`config.mk`:
```
export PLATFORM = sky130hd
export DESIGN_NAME = dsd_wave_gen
export DESIGN_NICKNAME = d
export VERILOG_FILES = /design/src/dsd_pkg.sv /design/src/dsd_tick_gen.sv /design/src/dsd_wave_gen.sv
export VERILOG_INCLUDE_DIRS = /design/src
export SDC_FILE = /design/constraint.sdc
export NUM_CORES = 1
export LEC_CHECK = 0
export BUFFER_PORTS_ARGS = -buffer_cell sky130_fd_sc_hd__buf_2
export CELL_PAD_IN_SITES_DETAIL_PLACEMENT = 0
export CELL_PAD_IN_SITES_GLOBAL_PLACEMENT = 1
export CORE_ASPECT_RATIO = 0.8
export CORE_UTILIZATION = 47
export CTS_BUF_LIST = sky130_fd_sc_hd__clkbuf_4 sky130_fd_sc_hd__clkbuf_8 sky130_fd_sc_hd__clkbuf_16
export DETAILED_ROUTE_END_ITERATION = 16
export GPL_ROUTABILITY_DRIVEN = 1
export PLACE_DENSITY = 0.8
export SLEW_MARGIN = 20
export SYNTH_ARGS = -nofsm -noshare
export SYNTH_HDL_FRONTEND = slang
export SYNTH_HIERARCHICAL = 1
export SYNTH_SLANG_ARGS = --single-unit
```
`constraint.sdc`:
```
create_clock -name core_clk_in -period 4.25 [get_ports core_clk_in]
set_input_delay 0.6375 -clock core_clk_in [delete_from_list [all_inputs] [get_ports core_clk_in]]
set_output_delay 0.6375 -clock core_clk_in [all_outputs]
set_load 0.01 [all_outputs]
```
`src/dsd_defines.svh`:
```
// Constants for the dual sigma-delta / PWM wave generator
`ifndef DSD_DEFINES_SVH
`define DSD_DEFINES_SVH

// ****************************************
// Mode field codes
// ****************************************
`define DSD_MODE_OFF 3'h0
`define DSD_MODE_NRZ 3'h4
`define DSD_MODE_DUAL8 3'h5
`define DSD_MODE_RZ 3'h6

// ****************************************
// Clock source field codes
// ****************************************
`define DSD_SRC_XTAL15 2'h0
`define DSD_SRC_XTAL 2'h1
`define DSD_SRC_EXT 2'h2
`define DSD_SRC_VCO 2'h3

// ****************************************
// Divider field codes and terminal counts (ratio minus one)
// ****************************************
`define DSD_DIV_CODE_1 2'h0
`define DSD_DIV_CODE_4 2'h1
`define DSD_DIV_CODE_16 2'h2
`define DSD_DIV_CODE_64 2'h3
`define DSD_TERM_1 6'h00
`define DSD_TERM_4 6'h03
`define DSD_TERM_16 6'h0f
`define DSD_TERM_64 6'h3f
`define DSD_XTAL15_TERM 4'he

// ****************************************
// Density window and reset values
// ****************************************
`define DSD_WIN_START 16'h0000
`define DSD_WIN_LAST 16'hffff
`define DSD_SPREAD_EXAMPLE 16'h4010
`define DSD_ZERO_WORD 16'h0000
`define DSD_ZERO_BYTE 8'h00

`endif

```
`src/dsd_pkg.sv`:
```
// Types shared by the wave generator files
package dsd_pkg;
`include "dsd_defines.svh"

   typedef logic [15:0] dsd_word_t;

   typedef enum logic [2:0] {
      DSD_OFF = `DSD_MODE_OFF,
      DSD_NRZ = `DSD_MODE_NRZ,
      DSD_DUAL8 = `DSD_MODE_DUAL8,
      DSD_RZ = `DSD_MODE_RZ
   } dsd_mode_e;

endpackage : dsd_pkg

```
`src/dsd_tick_gen.sv`:
```
// Clock source select and prescaler producing the PWM tick enables
`timescale 1ns/1ps
`include "dsd_defines.svh"
module dsd_tick_gen (
   input wire logic core_clk_in,
   input wire logic reset_in,
   input wire logic [1:0] clock_source_field_in,
   input wire logic [1:0] clock_divide_field_in,
   input wire logic xtal_tick_in,
   input wire logic ext_clk_in,
   input wire logic vco_tick_in,
   output logic tick_out,
   output logic mid_out
);
   import dsd_pkg::*;

   logic ext_prev_r, ext_prev_nxt;
   logic [3:0] x15_r, x15_nxt;
   logic [5:0] pre_r, pre_nxt;
   logic tick_r, tick_nxt, mid_r, mid_nxt;
   logic sel, x15_hit;
   logic [5:0] term;

   // ****************************************
   // Source select and divider
   // ****************************************
   always_comb begin
      ext_prev_nxt = ext_clk_in;
      x15_hit = xtal_tick_in && (x15_r == `DSD_XTAL15_TERM);
      x15_nxt = x15_r;
      if (xtal_tick_in) begin
         x15_nxt = x15_hit ? 4'h0 : x15_r + 4'h1;
      end
      unique case (clock_source_field_in) // RL14
         `DSD_SRC_XTAL15: sel = x15_hit;
         `DSD_SRC_XTAL: sel = xtal_tick_in;
         `DSD_SRC_EXT: sel = ext_clk_in && !ext_prev_r;
         `DSD_SRC_VCO: sel = vco_tick_in;
      endcase
      unique case (clock_divide_field_in) // RL13
         `DSD_DIV_CODE_1: term = `DSD_TERM_1;
         `DSD_DIV_CODE_4: term = `DSD_TERM_4;
         `DSD_DIV_CODE_16: term = `DSD_TERM_16;
         `DSD_DIV_CODE_64: term = `DSD_TERM_64;
      endcase
      pre_nxt = pre_r;
      if (sel) begin
         pre_nxt = (pre_r >= term) ? 6'h00 : pre_r + 6'h01;
      end
      tick_nxt = sel && (pre_r >= term);
      // No half period exists at divide by one: low after one core cycle
      if (term == `DSD_TERM_1) begin
         mid_nxt = tick_r;
      end else begin
         mid_nxt = sel && (pre_r == (term >> 1));
      end
   end

   always_ff @(posedge core_clk_in) begin
      if (reset_in) begin
         ext_prev_r <= 1'b0;
         x15_r <= 4'h0;
         pre_r <= 6'h00;
         tick_r <= 1'b0;
         mid_r <= 1'b0;
      end else begin
         ext_prev_r <= ext_prev_nxt;
         x15_r <= x15_nxt;
         pre_r <= pre_nxt;
         tick_r <= tick_nxt;
         mid_r <= mid_nxt;
      end
   end

   assign tick_out = tick_r;
   assign mid_out = mid_r;
endmodule : dsd_tick_gen

```
`src/dsd_wave_gen.sv`:
```
// Dual output sigma-delta and dual 8-bit PWM wave generator
//
// How it works
// RL1: NRZ mode updates both outputs on every divided PWM tick.
// RL2: NRZ: each output high exactly duty ticks per 65536-tick window.
// RL3: High ticks are spread evenly by a first-order accumulator.
// RL4: Software pads unused low duty bits with zeros and a final one.
// RL5: Software normally runs NRZ mode from the undivided PLL clock.
// RL6: Dual 8-bit: channel A period low byte, channel B high byte.
// RL7: Dual 8-bit: duty A from low byte, duty B from high byte.
// RL8: Dual 8-bit channels share one source select and one divider.
// RL9: RZ mode uses the same duty words and 65536-tick density sequence.
// RL10: RZ: a high tick is high first half, low second half.
// RL11: Software should use divide by 4 in RZ mode.
// RL12: Mode 100 NRZ, 101 dual 8-bit, 110 RZ; others drive low.
// RL13: Divider code 00..11 divides the selected clock by 1,4,16,64.
// RL14: Source code 00..11: crystal/15, crystal, external pin, PLL.
// RL15: Dual 8-bit counter runs 0..period; high while below duty.
// RL16: New duty and period apply only at next cycle or window.
`timescale 1ns/1ps
`include "dsd_defines.svh"
module dsd_wave_gen (
   input wire logic core_clk_in,
   input wire logic reset_in,
   input wire logic [2:0] mode_select_field_in,
   input wire logic [1:0] clock_divide_field_in,
   input wire logic [1:0] clock_source_field_in,
   input wire logic xtal_tick_in,
   input wire logic ext_clk_in,
   input wire logic vco_tick_in,
   input wire dsd_pkg::dsd_word_t duty_a_word_in,
   input wire dsd_pkg::dsd_word_t duty_b_word_in,
   output logic wave_out_a_pin_out,
   output logic wave_out_b_pin_out,
   output logic wave_drive_en_out
);
   import dsd_pkg::*;

   logic tick, mid;
   dsd_mode_e mode_r, mode_nxt, mode_now;
   logic restart;
   dsd_word_t win_r, win_nxt;
   dsd_word_t acc_a_r, acc_a_nxt, acc_b_r, acc_b_nxt;
   dsd_word_t sd_dut_a_r, sd_dut_a_nxt, sd_dut_b_r, sd_dut_b_nxt;
   dsd_word_t p8_a_r, p8_a_nxt, p8_b_r, p8_b_nxt;
   logic [7:0] cnt_a_r, cnt_a_nxt, cnt_b_r, cnt_b_nxt;
   logic out_a_r, out_a_nxt, out_b_r, out_b_nxt;
   logic drive_en_r, drive_en_nxt;
   logic [16:0] hcnt_a_r, hcnt_a_nxt, hcnt_b_r, hcnt_b_nxt;
   logic [16:0] sd_a, sd_b;
   logic [8:0] pw_a, pw_b;
   dsd_word_t use_a, use_b, p8_use_a, p8_use_b;

   // Shared source and divider keep both channels in step
   dsd_tick_gen u_tick ( // RL8
      .core_clk_in(core_clk_in),
      .reset_in(reset_in),
      .clock_source_field_in(clock_source_field_in),
      .clock_divide_field_in(clock_divide_field_in),
      .xtal_tick_in(xtal_tick_in),
      .ext_clk_in(ext_clk_in),
      .vco_tick_in(vco_tick_in),
      .tick_out(tick),
      .mid_out(mid)
   );

   // ****************************************
   // Step functions
   // ****************************************
   // Carry out is the output bit; carries over 65536 steps equal duty
   function automatic logic [16:0] sd_step(input dsd_word_t acc,
                                           input dsd_word_t duty);
      sd_step = {1'b0, acc} + {1'b0, duty};
   endfunction : sd_step

   function automatic logic [8:0] pwm_step(input logic [7:0] cnt,
                                           input logic [7:0] per,
                                           input logic [7:0] duty);
      logic lvl;
      logic [7:0] nxt;
      lvl = cnt < duty;
      nxt = (cnt >= per) ? `DSD_ZERO_BYTE : cnt + 8'h01;
      pwm_step = {lvl, nxt};
   endfunction : pwm_step

   // ****************************************
   // Next state
   // ****************************************
   always_comb begin
      unique case (mode_select_field_in) // RL12
         `DSD_MODE_NRZ: mode_now = DSD_NRZ;
         `DSD_MODE_DUAL8: mode_now = DSD_DUAL8;
         `DSD_MODE_RZ: mode_now = DSD_RZ;
         default: mode_now = DSD_OFF;
      endcase
      restart = mode_now != mode_r;
      // Words are sampled only at window or cycle start
      use_a = (win_r == `DSD_WIN_START) ? duty_a_word_in : sd_dut_a_r; // RL16
      use_b = (win_r == `DSD_WIN_START) ? duty_b_word_in : sd_dut_b_r;
      sd_a = sd_step(acc_a_r, use_a); // RL3
      sd_b = sd_step(acc_b_r, use_b);
      p8_use_a = (cnt_a_r == `DSD_ZERO_BYTE) ? // RL16
         {duty_b_word_in[7:0], duty_a_word_in[7:0]} : p8_a_r; // RL6 RL7
      p8_use_b = (cnt_b_r == `DSD_ZERO_BYTE) ?
         {duty_b_word_in[15:8], duty_a_word_in[15:8]} : p8_b_r; // RL6 RL7
      pw_a = pwm_step(cnt_a_r, p8_use_a[15:8], p8_use_a[7:0]); // RL15
      pw_b = pwm_step(cnt_b_r, p8_use_b[15:8], p8_use_b[7:0]); // RL15
      mode_nxt = mode_r;
      win_nxt = win_r;
      acc_a_nxt = acc_a_r;
      acc_b_nxt = acc_b_r;
      sd_dut_a_nxt = sd_dut_a_r;
      sd_dut_b_nxt = sd_dut_b_r;
      p8_a_nxt = p8_a_r;
      p8_b_nxt = p8_b_r;
      cnt_a_nxt = cnt_a_r;
      cnt_b_nxt = cnt_b_r;
      out_a_nxt = out_a_r;
      out_b_nxt = out_b_r;
      drive_en_nxt = drive_en_r;
      hcnt_a_nxt = hcnt_a_r;
      hcnt_b_nxt = hcnt_b_r;
      if (restart) begin
         // Any mode change starts a fresh window or cycle
         mode_nxt = mode_now;
         win_nxt = `DSD_WIN_START;
         acc_a_nxt = `DSD_ZERO_WORD;
         acc_b_nxt = `DSD_ZERO_WORD;
         cnt_a_nxt = `DSD_ZERO_BYTE;
         cnt_b_nxt = `DSD_ZERO_BYTE;
         out_a_nxt = 1'b0;
         out_b_nxt = 1'b0;
         drive_en_nxt = mode_now != DSD_OFF; // RL12
         hcnt_a_nxt = 17'h0;
         hcnt_b_nxt = 17'h0;
      end else begin
         unique case (mode_r)
            DSD_NRZ, DSD_RZ: begin
               if (tick) begin // RL1 RL9
                  win_nxt = win_r + 16'h1;
                  sd_dut_a_nxt = use_a;
                  sd_dut_b_nxt = use_b;
                  acc_a_nxt = sd_a[15:0];
                  acc_b_nxt = sd_b[15:0];
                  out_a_nxt = sd_a[16]; // RL2
                  out_b_nxt = sd_b[16];
                  hcnt_a_nxt = ((win_r == `DSD_WIN_START) ? 17'h0 : hcnt_a_r)
                     + {16'h0, sd_a[16]};
                  hcnt_b_nxt = ((win_r == `DSD_WIN_START) ? 17'h0 : hcnt_b_r)
                     + {16'h0, sd_b[16]};
               end else if (mid && mode_r == DSD_RZ) begin
                  out_a_nxt = 1'b0; // RL10
                  out_b_nxt = 1'b0;
               end
            end
            DSD_DUAL8: begin
               if (tick) begin // RL8
                  p8_a_nxt = p8_use_a;
                  p8_b_nxt = p8_use_b;
                  cnt_a_nxt = pw_a[7:0];
                  cnt_b_nxt = pw_b[7:0];
                  out_a_nxt = pw_a[8];
                  out_b_nxt = pw_b[8];
               end
            end
            DSD_OFF: begin
               out_a_nxt = 1'b0; // RL12
               out_b_nxt = 1'b0;
            end
         endcase
      end
   end

   always_ff @(posedge core_clk_in) begin
      if (reset_in) begin
         mode_r <= DSD_OFF;
         win_r <= `DSD_WIN_START;
         acc_a_r <= `DSD_ZERO_WORD;
         acc_b_r <= `DSD_ZERO_WORD;
         sd_dut_a_r <= `DSD_ZERO_WORD;
         sd_dut_b_r <= `DSD_ZERO_WORD;
         p8_a_r <= `DSD_ZERO_WORD;
         p8_b_r <= `DSD_ZERO_WORD;
         cnt_a_r <= `DSD_ZERO_BYTE;
         cnt_b_r <= `DSD_ZERO_BYTE;
         out_a_r <= 1'b0;
         out_b_r <= 1'b0;
         drive_en_r <= 1'b0;
         hcnt_a_r <= 17'h0;
         hcnt_b_r <= 17'h0;
      end else begin
         mode_r <= mode_nxt;
         win_r <= win_nxt;
         acc_a_r <= acc_a_nxt;
         acc_b_r <= acc_b_nxt;
         sd_dut_a_r <= sd_dut_a_nxt;
         sd_dut_b_r <= sd_dut_b_nxt;
         p8_a_r <= p8_a_nxt;
         p8_b_r <= p8_b_nxt;
         cnt_a_r <= cnt_a_nxt;
         cnt_b_r <= cnt_b_nxt;
         out_a_r <= out_a_nxt;
         out_b_r <= out_b_nxt;
         drive_en_r <= drive_en_nxt;
         hcnt_a_r <= hcnt_a_nxt;
         hcnt_b_r <= hcnt_b_nxt;
      end
   end

   assign wave_out_a_pin_out = out_a_r;
   assign wave_out_b_pin_out = out_b_r;
   assign wave_drive_en_out = drive_en_r;
endmodule : dsd_wave_gen

```
==> results.py, run 1 <==
metrics = {
    "yosys": {
        "yosysSeqAreaShare_pct": 33.9,
        "syn_nets": 1134,
        "yosys_warnings": 6,
        "synthArstFlopShare_pct": 0,
        "yosys.area_share.simple_pct": 22.8,
        "synthXorXnorAreaFrac_pct": 4.64,
        "syn_inst": 1011,
        "synthMuxAreaShare_pct": 8.79,
        "synthAdderAreaFrac_pct": 11.6,
        "synth_area_um2": 8680,
        "syn_avg_cell_area_um2": 8.59,
        "synth_compound_area_share_pct": 14.8,
        "synth_top_family_by_area": "simple AND/OR/NAND/NOR gates",
        "synth_ff_type": "dfxtp_1",
        "synth_cell_types": 67,
        "synth-edff-count": 0,
        "ys_ff_latch": 147,
    },
    "critical_path": {
        "critPathKind": "flip-flop to flip-flop",
        "cp.arrival_ns": 4.06,
        "required_ns": 4.58,
        "worstRegToRegCells": 17,
        "crit_start": "win_r[0]$_SDFFE_PP0P_",
        "worstSetupEndpointType": "flip-flop",
        "endpoint": "acc_a_r[14]$_SDFFE_PP0P_",
        "reg2reg_slack_ns": 0.52,
        "critPathMaxFanout": 31,
        "start_kind": "flip-flop",
        "reg2reg_from": "win_r[0]$_SDFFE_PP0P_",
        "r2r-end": "acc_a_r[14]$_SDFFE_PP0P_",
    },
    "grt": {
        "grt_pass1_vias": 6469,
        "grt_pass1_wl_mm": 33.1,
        "grt_max_degree": 65,
        "overflow": 0,
        "grtUsageTotal_pct": 22.1,
        "antenna_found_initial": 0,
    },
    "timing": {
        "finalMaxSlewViolations": 0,
        "worst_slew_margin_rel_pct": 44.8,
        "setup_tns_ns": 0,
        "finalSetupViolCount": 0,
        "rsz0062_at_grt": "false",
        "fin_crit_ns": 3.73,
        "fin_ws_ns": 0.516,
        "hold_viol_final": 0,
        "clock.fmax_mhz": 268,
        "fin_skew_ns": 0.0196,
        "max_slew.worst_pin.slew_ns": 0.829,
        "min_period_over_period_pct": 87.9,
    },
    "layout": {
        "drive_gt1_share_pct": 12.7,
        "finalNonFillerCells": 1289,
        "final_common_cell": "dfxtp_1",
        "nNetsFinal": 1169,
        "final_cell_mix": "147 x dfxtp_1, 126 x nor2_1, 77 x ha_1",
        "area_growth_pct": 11.9,
        "antenna_cells": 0,
    },
    "pwr": {
        "p_leak_uw": 0.00372,
        "power_density_nw_per_um2": 324,
        "max-vdd-ir-drop_mv": 0.231,
    },
    "clocking": {
        "tritoncts": "built",
        "clk_transition_reported_paths_ns": 0.07,
        "h-tree-depth": 4,
        "cts_buffers": 17,
        "holdBufCountCts": 0,
        "insertion_delay_ns": 0.44,
        "root_buffer": "clkbuf_16",
        "cts_buffer_depth": 2,
        "cts_setup_buffers": 0,
        "cts_sinks": 147,
        "cts_resized": 0,
    },
    "worst_hold_path": {
        "holdCritStartpoint": "ext_clk_in",
        "worst_hold_path_type": "input port to flip-flop",
    },
    "place": {
        "detailedPlace.worstSlack_ns": 0.505,
        "gp_congestion": 0.812,
        "dpl.hpwl_mm": 14.5,
        "placedCellCount": 1257,
        "io_buffers": 46,
    },
    "detailed_routing": {
        "route.detailed.drc": 0,
        "ant_nets": 0,
        "routed_wl_mm": 20.2,
        "vias": 7116,
        "dr.pass1.iters": 5,
        "wire_per_inst_um": 15.7,
        "first_iter_violations": 398,
        "routed_via_density": 5.52,
    },
    "floorplan": {
        "io-pin-count": 47,
        "die_h_um": 124,
        "row_count": 44,
        "core-area_um2": 18100,
        "fp.dieW_um": 154,
        "floorplan.initialDensity_pct": 47.9,
        "dieArea_um2": 19000,
    },
    "run": {
        "maxCapViolCount": 0,
    },
    "status": {
        "status": "completed",
    },
}
-- stage by stage --
step           util, %  total power [uW]  cell area [um^2]  hold WS (ns)
4_1_cts           53.6              3180              9720         0.420
3_3_place_gp      50.4              1660              9120         0.446
5_1_grt           53.6              3270              9720         0.442
2_1_floorplan        -              1580              8680         0.433
6_report          53.6              3150              9720         0.422
3_5_place_dp      50.4              1660              9120         0.450
-- synth_stat cells (3+ instances only) --
library cell	n	area, um^2
dfxtp_1	147	2940
nor2_1	127	477
ha_1	77	963
nand2_1	70	263
a21oi_1	61	305
nor3_1	54	270
nor2b_1	42	263
mux2i_1	38	380
a211oi_1	36	270
nand3_1	33	165
mux2_2	32	360
xor2_1	31	272
o21ai_0	29	145
inv_1	27	101
clkbuf_1	25	93.8
nand2b_1	16	100
buf_2	15	75.1
xnor2_1	15	131
nand4_1	13	81.3
a21o_1	10	75.1
o211ai_1	10	75.1
or3_1	9	56.3
and3_1	8	50.1
o21a_1	6	45.0
nor4b_1	5	43.8
o2111ai_1	5	43.8
o21ai_1	4	20.0
o22ai_1	4	25.0
a31oi_1	3	18.8
a41oi_1	3	26.3
and3b_1	3	26.3
and4_1	3	26.3
buf_6	3	33.8
nor3b_1	3	22.5
nor4_1	3	18.8
-- layer usage --
layer | wire length [um] | GRT usage (%) | vias up
li1 | - | - | 3696
met1 | 10600 | 31.7 | 3302
met2 | 8750 | 33.6 | 105
met3 | 670 | 3.79 | 13
met4 | 212 | 7.19 | 0
met5 | 0 | 0 | -
-- how the worst min path moves through the flow --
stage                                              end  slack (ns)  cells after the start
after CTS                 u_tick/ext_prev_r$_SDFF_PP0_        0.42                      2
after detailed placement      acc_b_r[11]$_SDFFE_PP0P_        0.45                      2
after floorplan                acc_b_r[3]$_SDFFE_PP0P_        0.43                      2
after global placement        acc_b_r[10]$_SDFFE_PP0P_        0.45                      2
after global routing            mode_r[0]$_SDFFE_PP0P_        0.44                      2
final                     u_tick/ext_prev_r$_SDFF_PP0_        0.42                      2
-- state kept, by name, summed over array words and instances, names as in the netlist, 3 cells and up --
signal and cells:
win_r 16, mode_r 3, p8_b_r 16, p8_a_r 16, cnt_b_r 8, sd_dut_b_r 16
u_tick/pre_r 6, sd_dut_a_r 16, acc_a_r 16, u_tick/x15_r 4, acc_b_r 16, cnt_a_r 8
-- critical path, stage by stage, from the launching register on --
cell	delay, ns
dfxtp_1	0.35
inv_1	0.07
ha_1	0.13
nor4b_1	0.22
nand4_1	0.22
buf_12	0.24
mux2_2	0.26
ha_1	0.18
inv_1	0.07
fa_1	0.38
nor2b_1	0.21
o31ai_1	0.09
buf_4	0.15
a21oi_1	0.33
a21oi_1	0.17
nor2_1	0.24
nor3_1	0.08
a211o_1	0.24
-- report_power, final --
group | internal, uW | switching [uW] | total (uW)
Combinational | 89.7 | 144 | 233
Clock | 885 | 634 | 1520
Sequential | 1380 | 8.65 | 1390
Total | 2360 | 786 | 3150
-- kinds of logic after synthesis --
kind of cell	after synthesis
simple gates	402
fa+ha+maj	79
flops	147
buf+inv	71
mux	71
xor+xnor	46
compound gates	195
-- area by class of cell --
type / count / area, um^2
clock inverter: 14 / 153
tap: 230 / 288
clock buffer: 18 / 439
multi-input combinational: 793 / 5440
fill: 1725 / 8400
inverter: 27 / 101
sequential: 147 / 2940
timing repair buffer: 60 / 348
No activity file was read; power rests on OpenSTA's default activity.
==> run 2, diff against run 1 <==
--- a/config.mk
+++ b/config.mk
@@ -6,7 +6,7 @@
 export SDC_FILE = /design/constraint.sdc
 export NUM_CORES = 1
 export LEC_CHECK = 0
-export BUFFER_PORTS_ARGS = -buffer_cell sky130_fd_sc_hd__buf_2
+export BUFFER_PORTS_ARGS = -buffer_cell sky130_fd_sc_hd__clkbuf_2
 export CELL_PAD_IN_SITES_DETAIL_PLACEMENT = 0
 export CELL_PAD_IN_SITES_GLOBAL_PLACEMENT = 1
 export CORE_ASPECT_RATIO = 0.8
@@ -15,6 +15,7 @@
 export DETAILED_ROUTE_END_ITERATION = 16
 export GPL_ROUTABILITY_DRIVEN = 1
 export PLACE_DENSITY = 0.8
+export RECOVER_POWER = 50
 export SLEW_MARGIN = 20
 export SYNTH_ARGS = -nofsm -noshare
 export SYNTH_HDL_FRONTEND = slang
==> run 2 against run 1 <==
Effect of this change: sequential power is essentially flat; count of clock-buffer cells in the layout rose by 2; sequential share of layout area is 0.22 points higher; hold slack better by 0.018 ns; first-iteration DRC count rose by 2.8%; clock power about the same; clock skew fell by 0.0081 ns; utilization decreased by 0.39 points; routed wire length shrank 0.73%; sequential cell count stayed put; register-to-register slack got worse by 0.05 ns; critical endpoint is now acc_a_r[13]$_SDFFE_PP0P_.
==> results.py, run 2 (synthesis results as in run 1) <==
metrics = {
    "status": {
        "status": "completed",
    },
    "pwr": {
        "p_leak_uw": 0.00370,
        "power_density_nw_per_um2": 326,
        "finalPower_uw": 3150,
        "max-vdd-ir-drop_mv": 0.214,
    },
    "timing": {
        "min_period_over_period_pct": 89.0,
        "setup_tns_ns": 0,
        "fin_crit_ns": 3.78,
        "finalSetupViolCount": 0,
        "worst_slew_margin_rel_pct": 2.36,
        "rsz0062_at_grt": "false",
        "max_slew.worst_pin.slew_ns": 1.46,
        "hold_viol_final": 0,
        "clock.fmax_mhz": 264,
        "finalMaxSlewViolations": 0,
        "fin_ws_ns": 0.468,
        "fin_skew_ns": 0.0115,
    },
    "grt": {
        "grt_pass1_vias": 6355,
        "overflow": 0,
        "grt_max_degree": 65,
        "antenna_found_initial": 0,
        "grtUsageTotal_pct": 22.0,
        "grt_pass1_wl_mm": 33.0,
    },
    "clocking": {
        "cts_buffer_depth": 2,
        "clk_transition_reported_paths_ns": 0.07,
        "cts_sinks": 147,
        "h-tree-depth": 4,
        "insertion_delay_ns": 0.42,
        "holdBufCountCts": 0,
        "cts_setup_buffers": 0,
        "tritoncts": "built",
        "cts_buffers": 17,
        "root_buffer": "clkbuf_16",
        "cts_resized": 0,
    },
    "detailed_routing": {
        "routed_via_density": 5.53,
        "dr.pass1.iters": 4,
        "vias": 7104,
        "routed_wl_mm": 20.1,
        "first_iter_violations": 409,
        "route.detailed.drc": 0,
        "met1_length_mm": 10.9,
        "wl_met2_mm": 8.45,
        "wire_per_inst_um": 15.6,
        "top_layer_used": "met4",
        "wl_met3_um": 581,
        "ant_nets": 0,
    },
    "critical_path": {
        "required_ns": 4.52,
        "start_kind": "flip-flop",
        "crit_chain": "inv_1 -> ha_1 -> nor4b_1 -> nand4_1 -> buf_4 -> buf_4 -> mux2_2 -> ha_1 -> a21oi_1 -> a21oi_1 -> a211oi_1 -> o21ai_0 -> nand3_1 -> mux2i_1 -> o21ai_1",
        "worstSetupEndpointType": "flip-flop",
        "crit_slowest_cell": "a211oi_1",
        "max_stage_delay_ns": 0.51,
        "cp.arrival_ns": 4.05,
        "critPathKind": "flip-flop to flip-flop",
        "critPathMaxFanout": 17,
    },
    "floorplan": {
        "die_h_um": 124,
        "dieArea_um2": 19000,
        "row_count": 44,
        "fp.dieW_um": 154,
        "core-area_um2": 18100,
        "floorplan.initialDensity_pct": 47.9,
        "io-pin-count": 47,
    },
    "run": {
        "maxCapViolCount": 0,
    },
    "layout": {
        "nNetsFinal": 1166,
        "final_util_pct": 53.3,
        "final_cell_mix": "147 x dfxtp_1, 127 x nor2_1, 77 x ha_1",
        "antenna_cells": 0,
        "final_cell_area_um2": 9650,
        "area_growth_pct": 11.1,
        "drive_gt1_share_pct": 11.6,
        "final_common_cell": "dfxtp_1",
    },
    "worst_hold_path": {
        "worst_hold_path_type": "input port to flip-flop",
    },
    "place": {
        "gp_congestion": 0.786,
        "detailedPlace.worstSlack_ns": 0.533,
        "place_area_um2": 9090,
        "dpl.hpwl_mm": 14.4,
        "io_buffers": 46,
    },
}
==> run 2: stage by stage <==
step	hold WS [ns]	instances
4_1_cts	0.422	1285
5_1_grt	0.431	1285
6_report	0.440	1285
2_1_floorplan	0.433	1011
3_5_place_dp	0.451	1254
3_3_place_gp	0.445	1254
==> run 2: final timing paths <==
check                            endpoint  slack, ns                     start  cells after the start
max              acc_a_r[13]$_SDFFE_PP0P_       0.47     win_r[0]$_SDFFE_PP0P_                     15
min          u_tick/ext_prev_r$_SDFF_PP0_       0.44                ext_clk_in                      2
max reg2reg      acc_a_r[13]$_SDFFE_PP0P_       0.47     win_r[0]$_SDFFE_PP0P_                     15
min reg2reg      acc_b_r[10]$_SDFFE_PP0P_       0.46  acc_b_r[10]$_SDFFE_PP0P_                      2
==> run 2: metal layers <==
layer | track usage (%) | vias up
li1 | - | 3701
met5 | 0 | -
met3 | 4.18 | 14
met4 | 5.06 | 0
met1 | 32.1 | 3303
met2 | 33.3 | 86
==> run 2: area by class of cell <==
class                   instances  area [um^2]
well taps                     230          288
flip-flops and latches        147         2940
inverters                      27          101
fillers                      1702         8470
multi-input cells             793         5420
clock inverters                11          125
clock buffers                  20          467
repair buffers                 57          299
==> run 2: report_power, final <==
group	leakage, uW	total, uW	internal [uW]	switching (uW)
Sequential	0.00118	1390	1380	8.69
Combinational	0.00223	229	86.9	142
Clock	0.000289	1520	912	611
==> run 2: critical path, delay by kind of cell, from the launching register on <==
kind | cells | cell delay (ns)
compound gates | 5 | 1.10
fa+ha+maj | 2 | 0.53
buf+inv | 3 | 0.64
flops | 1 | 0.41
mux | 2 | 0.57
simple gates | 3 | 0.37
==> run 3, diff against run 2 <==
--- a/config.mk
+++ b/config.mk
@@ -6,15 +6,17 @@
 export SDC_FILE = /design/constraint.sdc
 export NUM_CORES = 1
 export LEC_CHECK = 0
+export ABC_AREA = 1
+export ABC_CLOCK_PERIOD_IN_PS = 4250
 export BUFFER_PORTS_ARGS = -buffer_cell sky130_fd_sc_hd__clkbuf_2
 export CELL_PAD_IN_SITES_DETAIL_PLACEMENT = 0
 export CELL_PAD_IN_SITES_GLOBAL_PLACEMENT = 1
 export CORE_ASPECT_RATIO = 0.8
-export CORE_UTILIZATION = 47
+export CORE_UTILIZATION = 45
 export CTS_BUF_LIST = sky130_fd_sc_hd__clkbuf_4 sky130_fd_sc_hd__clkbuf_8 sky130_fd_sc_hd__clkbuf_16
 export DETAILED_ROUTE_END_ITERATION = 16
 export GPL_ROUTABILITY_DRIVEN = 1
-export PLACE_DENSITY = 0.8
+export PLACE_DENSITY = 0.81
 export RECOVER_POWER = 50
 export SLEW_MARGIN = 20
 export SYNTH_ARGS = -nofsm -noshare
==> run 3 against run 2 <==
Effect of this change: the flow now finishes with violations (max-capacitance violations, max-slew violations); sequential share of layout area is 1.4 points lower; first-iteration DRC count is 41% higher; area after synthesis is 6.0% higher; final area is 4.8% higher; routed wire length is 12% higher; combinational power is 28% higher; hold slack worse by 0.0017 ns; largest cell class unchanged.
==> results.py, run 3 <==
metrics = {
    "detailed_routing": {
        "route.detailed.drc": 0,
        "routed_wl_mm": 22.6,
        "top_layer_used": "met4",
        "first_iter_violations": 577,
        "wl_met3_um": 889,
        "dr.pass1.iters": 5,
        "ant_nets": 0,
        "met1_length_mm": 12.5,
        "wl_met2_mm": 8.96,
        "vias": 8143,
        "wire_per_inst_um": 13.7,
        "routed_via_density": 4.94,
    },
    "worst_hold_path": {
        "holdCritStartpoint": "ext_clk_in",
        "worst_hold_path_type": "input port to flip-flop",
    },
    "yosys": {
        "yosys.area_share.simple_pct": 26.1,
        "synth_top_area_cell": "dfxtp_1",
        "synth-edff-count": 0,
        "syn_avg_cell_area_um2": 6.86,
        "ys_ff_latch": 147,
        "synth_top_family_by_area": "simple AND/OR/NAND/NOR gates",
        "synthArstFlopShare_pct": 0,
        "synthAdderAreaFrac_pct": 10.9,
        "syn_nets": 1464,
        "yosysTopAreaCellShare_pct": 32.0,
        "synth.most_common_cell": "nand2_1",
        "synth_ff_type": "dfxtp_1",
        "synth_area_um2": 9200,
        "synthXorXnorAreaFrac_pct": 3.81,
        "yosys_warnings": 6,
        "yosys-top-cells-count": "263 x nand2_1, 212 x nor2_1, 154 x inv_1",
        "synthMuxAreaShare_pct": 0,
        "syn_inst": 1341,
        "yosysSeqAreaShare_pct": 32.0,
        "synth_compound_area_share_pct": 17.5,
        "synth_cell_types": 43,
        "synth.top_cells.by_area": "dfxtp_1 32%, nand2_1 11%, ha_1 10%",
    },
    "layout": {
        "final_cell_area_um2": 10100,
        "final_cell_mix": "264 x nand2_1, 215 x nor2_1, 157 x inv_1",
        "antenna_cells": 0,
        "area_growth_pct": 9.83,
        "drive_gt1_share_pct": 9.47,
        "final_util_pct": 50.7,
        "final_common_cell": "nand2_1",
        "nNetsFinal": 1494,
        "n_fill_cell": 2049,
    },
    "critical_path": {
        "crit_start": "mode_r[1]$_SDFFE_PP0P_",
        "reg2reg_from": "mode_r[1]$_SDFFE_PP0P_",
        "critPathKind": "flip-flop to flip-flop",
        "reg2reg_slack_ns": 0.96,
        "cp.arrival_ns": 3.64,
        "worstSetupEndpointType": "flip-flop",
        "critPathMaxFanout": 23,
        "start_kind": "flip-flop",
        "required_ns": 4.60,
    },
    "floorplan": {
        "io-pin-count": 47,
        "fp.dieW_um": 162,
        "die_h_um": 130,
        "dieArea_um2": 21000,
        "core-area_um2": 19900,
        "row_count": 46,
        "floorplan.initialDensity_pct": 46.2,
    },
    "pwr": {
        "max-vdd-ir-drop_mv": 0.175,
        "power_density_nw_per_um2": 316,
        "combPwrFrac_pct": 9.1,
        "switching_power_uw": 829,
        "share_seq_of_total_power_pct": 43.9,
        "p_clk_share_pct": 47.0,
        "p_leak_uw": 0.00471,
        "netSwitchingFraction_pct": 26.0,
        "p_int_uw": 2360,
    },
    "status": {
        "status": "finished, violations left",
        "violations": "max-capacitance violations, max-slew violations",
    },
    "timing": {
        "finalSetupViolCount": 0,
        "setup_tns_ns": 0,
        "clock.fmax_mhz": 304,
        "finalMaxSlewViolations": 41,
        "rsz0062_at_grt": "false",
        "hold_viol_final": 0,
        "worst_slew_margin_rel_pct": -8.22,
        "max_slew.worst_pin.slew_ns": 1.62,
        "min_period_over_period_pct": 77.5,
        "fin_crit_ns": 3.29,
        "fin_skew_ns": 0.0110,
    },
    "place": {
        "dpl.hpwl_mm": 16.5,
        "gp_congestion": 0.866,
        "io_buffers": 46,
        "place_area_um2": 9580,
    },
    "clocking": {
        "cts_sinks": 147,
        "clk_transition_reported_paths_ns": 0.07,
        "tritoncts": "built",
        "cts_resized": 0,
        "cts_setup_buffers": 0,
        "cts_buffer_depth": 2,
        "holdBufCountCts": 0,
        "root_buffer": "clkbuf_16",
        "h-tree-depth": 4,
        "insertion_delay_ns": 0.43,
        "cts_buffers": 17,
    },
    "grt": {
        "grt_pass1_vias": 7272,
        "grt_max_degree": 47,
        "grt_pass1_wl_mm": 37.0,
        "grtUsageTotal_pct": 22.3,
        "antenna_found_initial": 1,
        "overflow": 0,
    },
    "run": {
        "maxCapViolCount": 1,
    },
}
## run 3: cell count changes after synthesis, moves of 13 or more
| cell | previous run | this run |
|---|---|---|
| mux2_2 | 32 | 0 |
| nor3_1 | 54 | 9 |
| o21bai_1 | 2 | 16 |
| o21ai_0 | 29 | 107 |
| nand2b_1 | 16 | 0 |
| nand2_1 | 70 | 263 |
| nor2b_1 | 42 | 0 |
| inv_1 | 27 | 154 |
| a211oi_1 | 36 | 9 |
| nor2_1 | 127 | 212 |
| a21oi_2 | 0 | 13 |
| mux2i_1 | 38 | 0 |
| a21oi_1 | 61 | 115 |
## run 3: logic make-up after synthesis
| group | count (synthesis) |
|---|---|
| adders and majority gates | 79 |
| xor gates and xnor gates | 40 |
| AOI/OAI and AO/OA | 291 |
| and+or+nand+nor | 572 |
| buffers and inverters | 212 |
| DFF | 147 |
## run 3: power by group through the flow
stage / logic (uW) / clock network [uW] / registers (uW)
2_1_floorplan: 207 / 0 / 1430
3_3_place_gp: 296 / 0 / 1430
5_1_grt: 335 / 1600 / 1400
4_1_cts: 297 / 1530 / 1400
3_5_place_dp: 295 / 0 / 1430
6_report: 292 / 1500 / 1400
## run 3: metrics by stage
stage          hold slack (ns)  power [uW]  instances  worst slack, ns
6_report                 0.438        3190       1647            0.958
5_1_grt                  0.438        3330       1647            0.627
4_1_cts                  0.426        3230       1647             1.01
3_5_place_dp             0.439        1730       1616             1.01
3_3_place_gp             0.436        1730       1616             1.11
2_1_floorplan            0.427        1640       1341             1.41
## run 3: critical path: stages, from the launching register on
cell and delay (ns):
dfxtp_1 0.32, inv_1 0.09, nand2_1 0.09, nor2_1 0.15, nand2_1 0.35, nor2_1 0.97, clkbuf_1 0.87, o21ai_0 0.17
a21oi_1 0.19
## run 3: final cells by class
class                   instances  area [um^2]  share of cell area [%]
multi-input cells             982         5350                    52.9
flip-flops and latches        147         2940                    29.1
inverters                     169          641                    6.34
clock buffers                  18          439                    4.35
well taps                     264          330                    3.27
repair buffers                 54          272                    2.69
clock inverters                13          135                    1.34
## run 3: final timing paths
| path | to | cells past startpoint |
|---|---|---|
| setup / recovery | p8_b_r[11]$_SDFFE_PP0P_ | 8 |
| hold / removal | u_tick/ext_prev_r$_SDFF_PP0_ | 3 |
| setup reg to reg | p8_b_r[11]$_SDFFE_PP0P_ | 8 |
| hold reg to reg | p8_b_r[14]$_SDFFE_PP0P_ | 2 |
## run 3: routing by layer
| metal | global-route usage (%) | vias to the layer above |
|---|---|---|
| met5 | 0 | - |
| met4 | 4.16 | 0 |
| met3 | 4.77 | 18 |
| met2 | 32.2 | 125 |
| met1 | 33.7 | 3610 |
| li1 | - | 4390 |
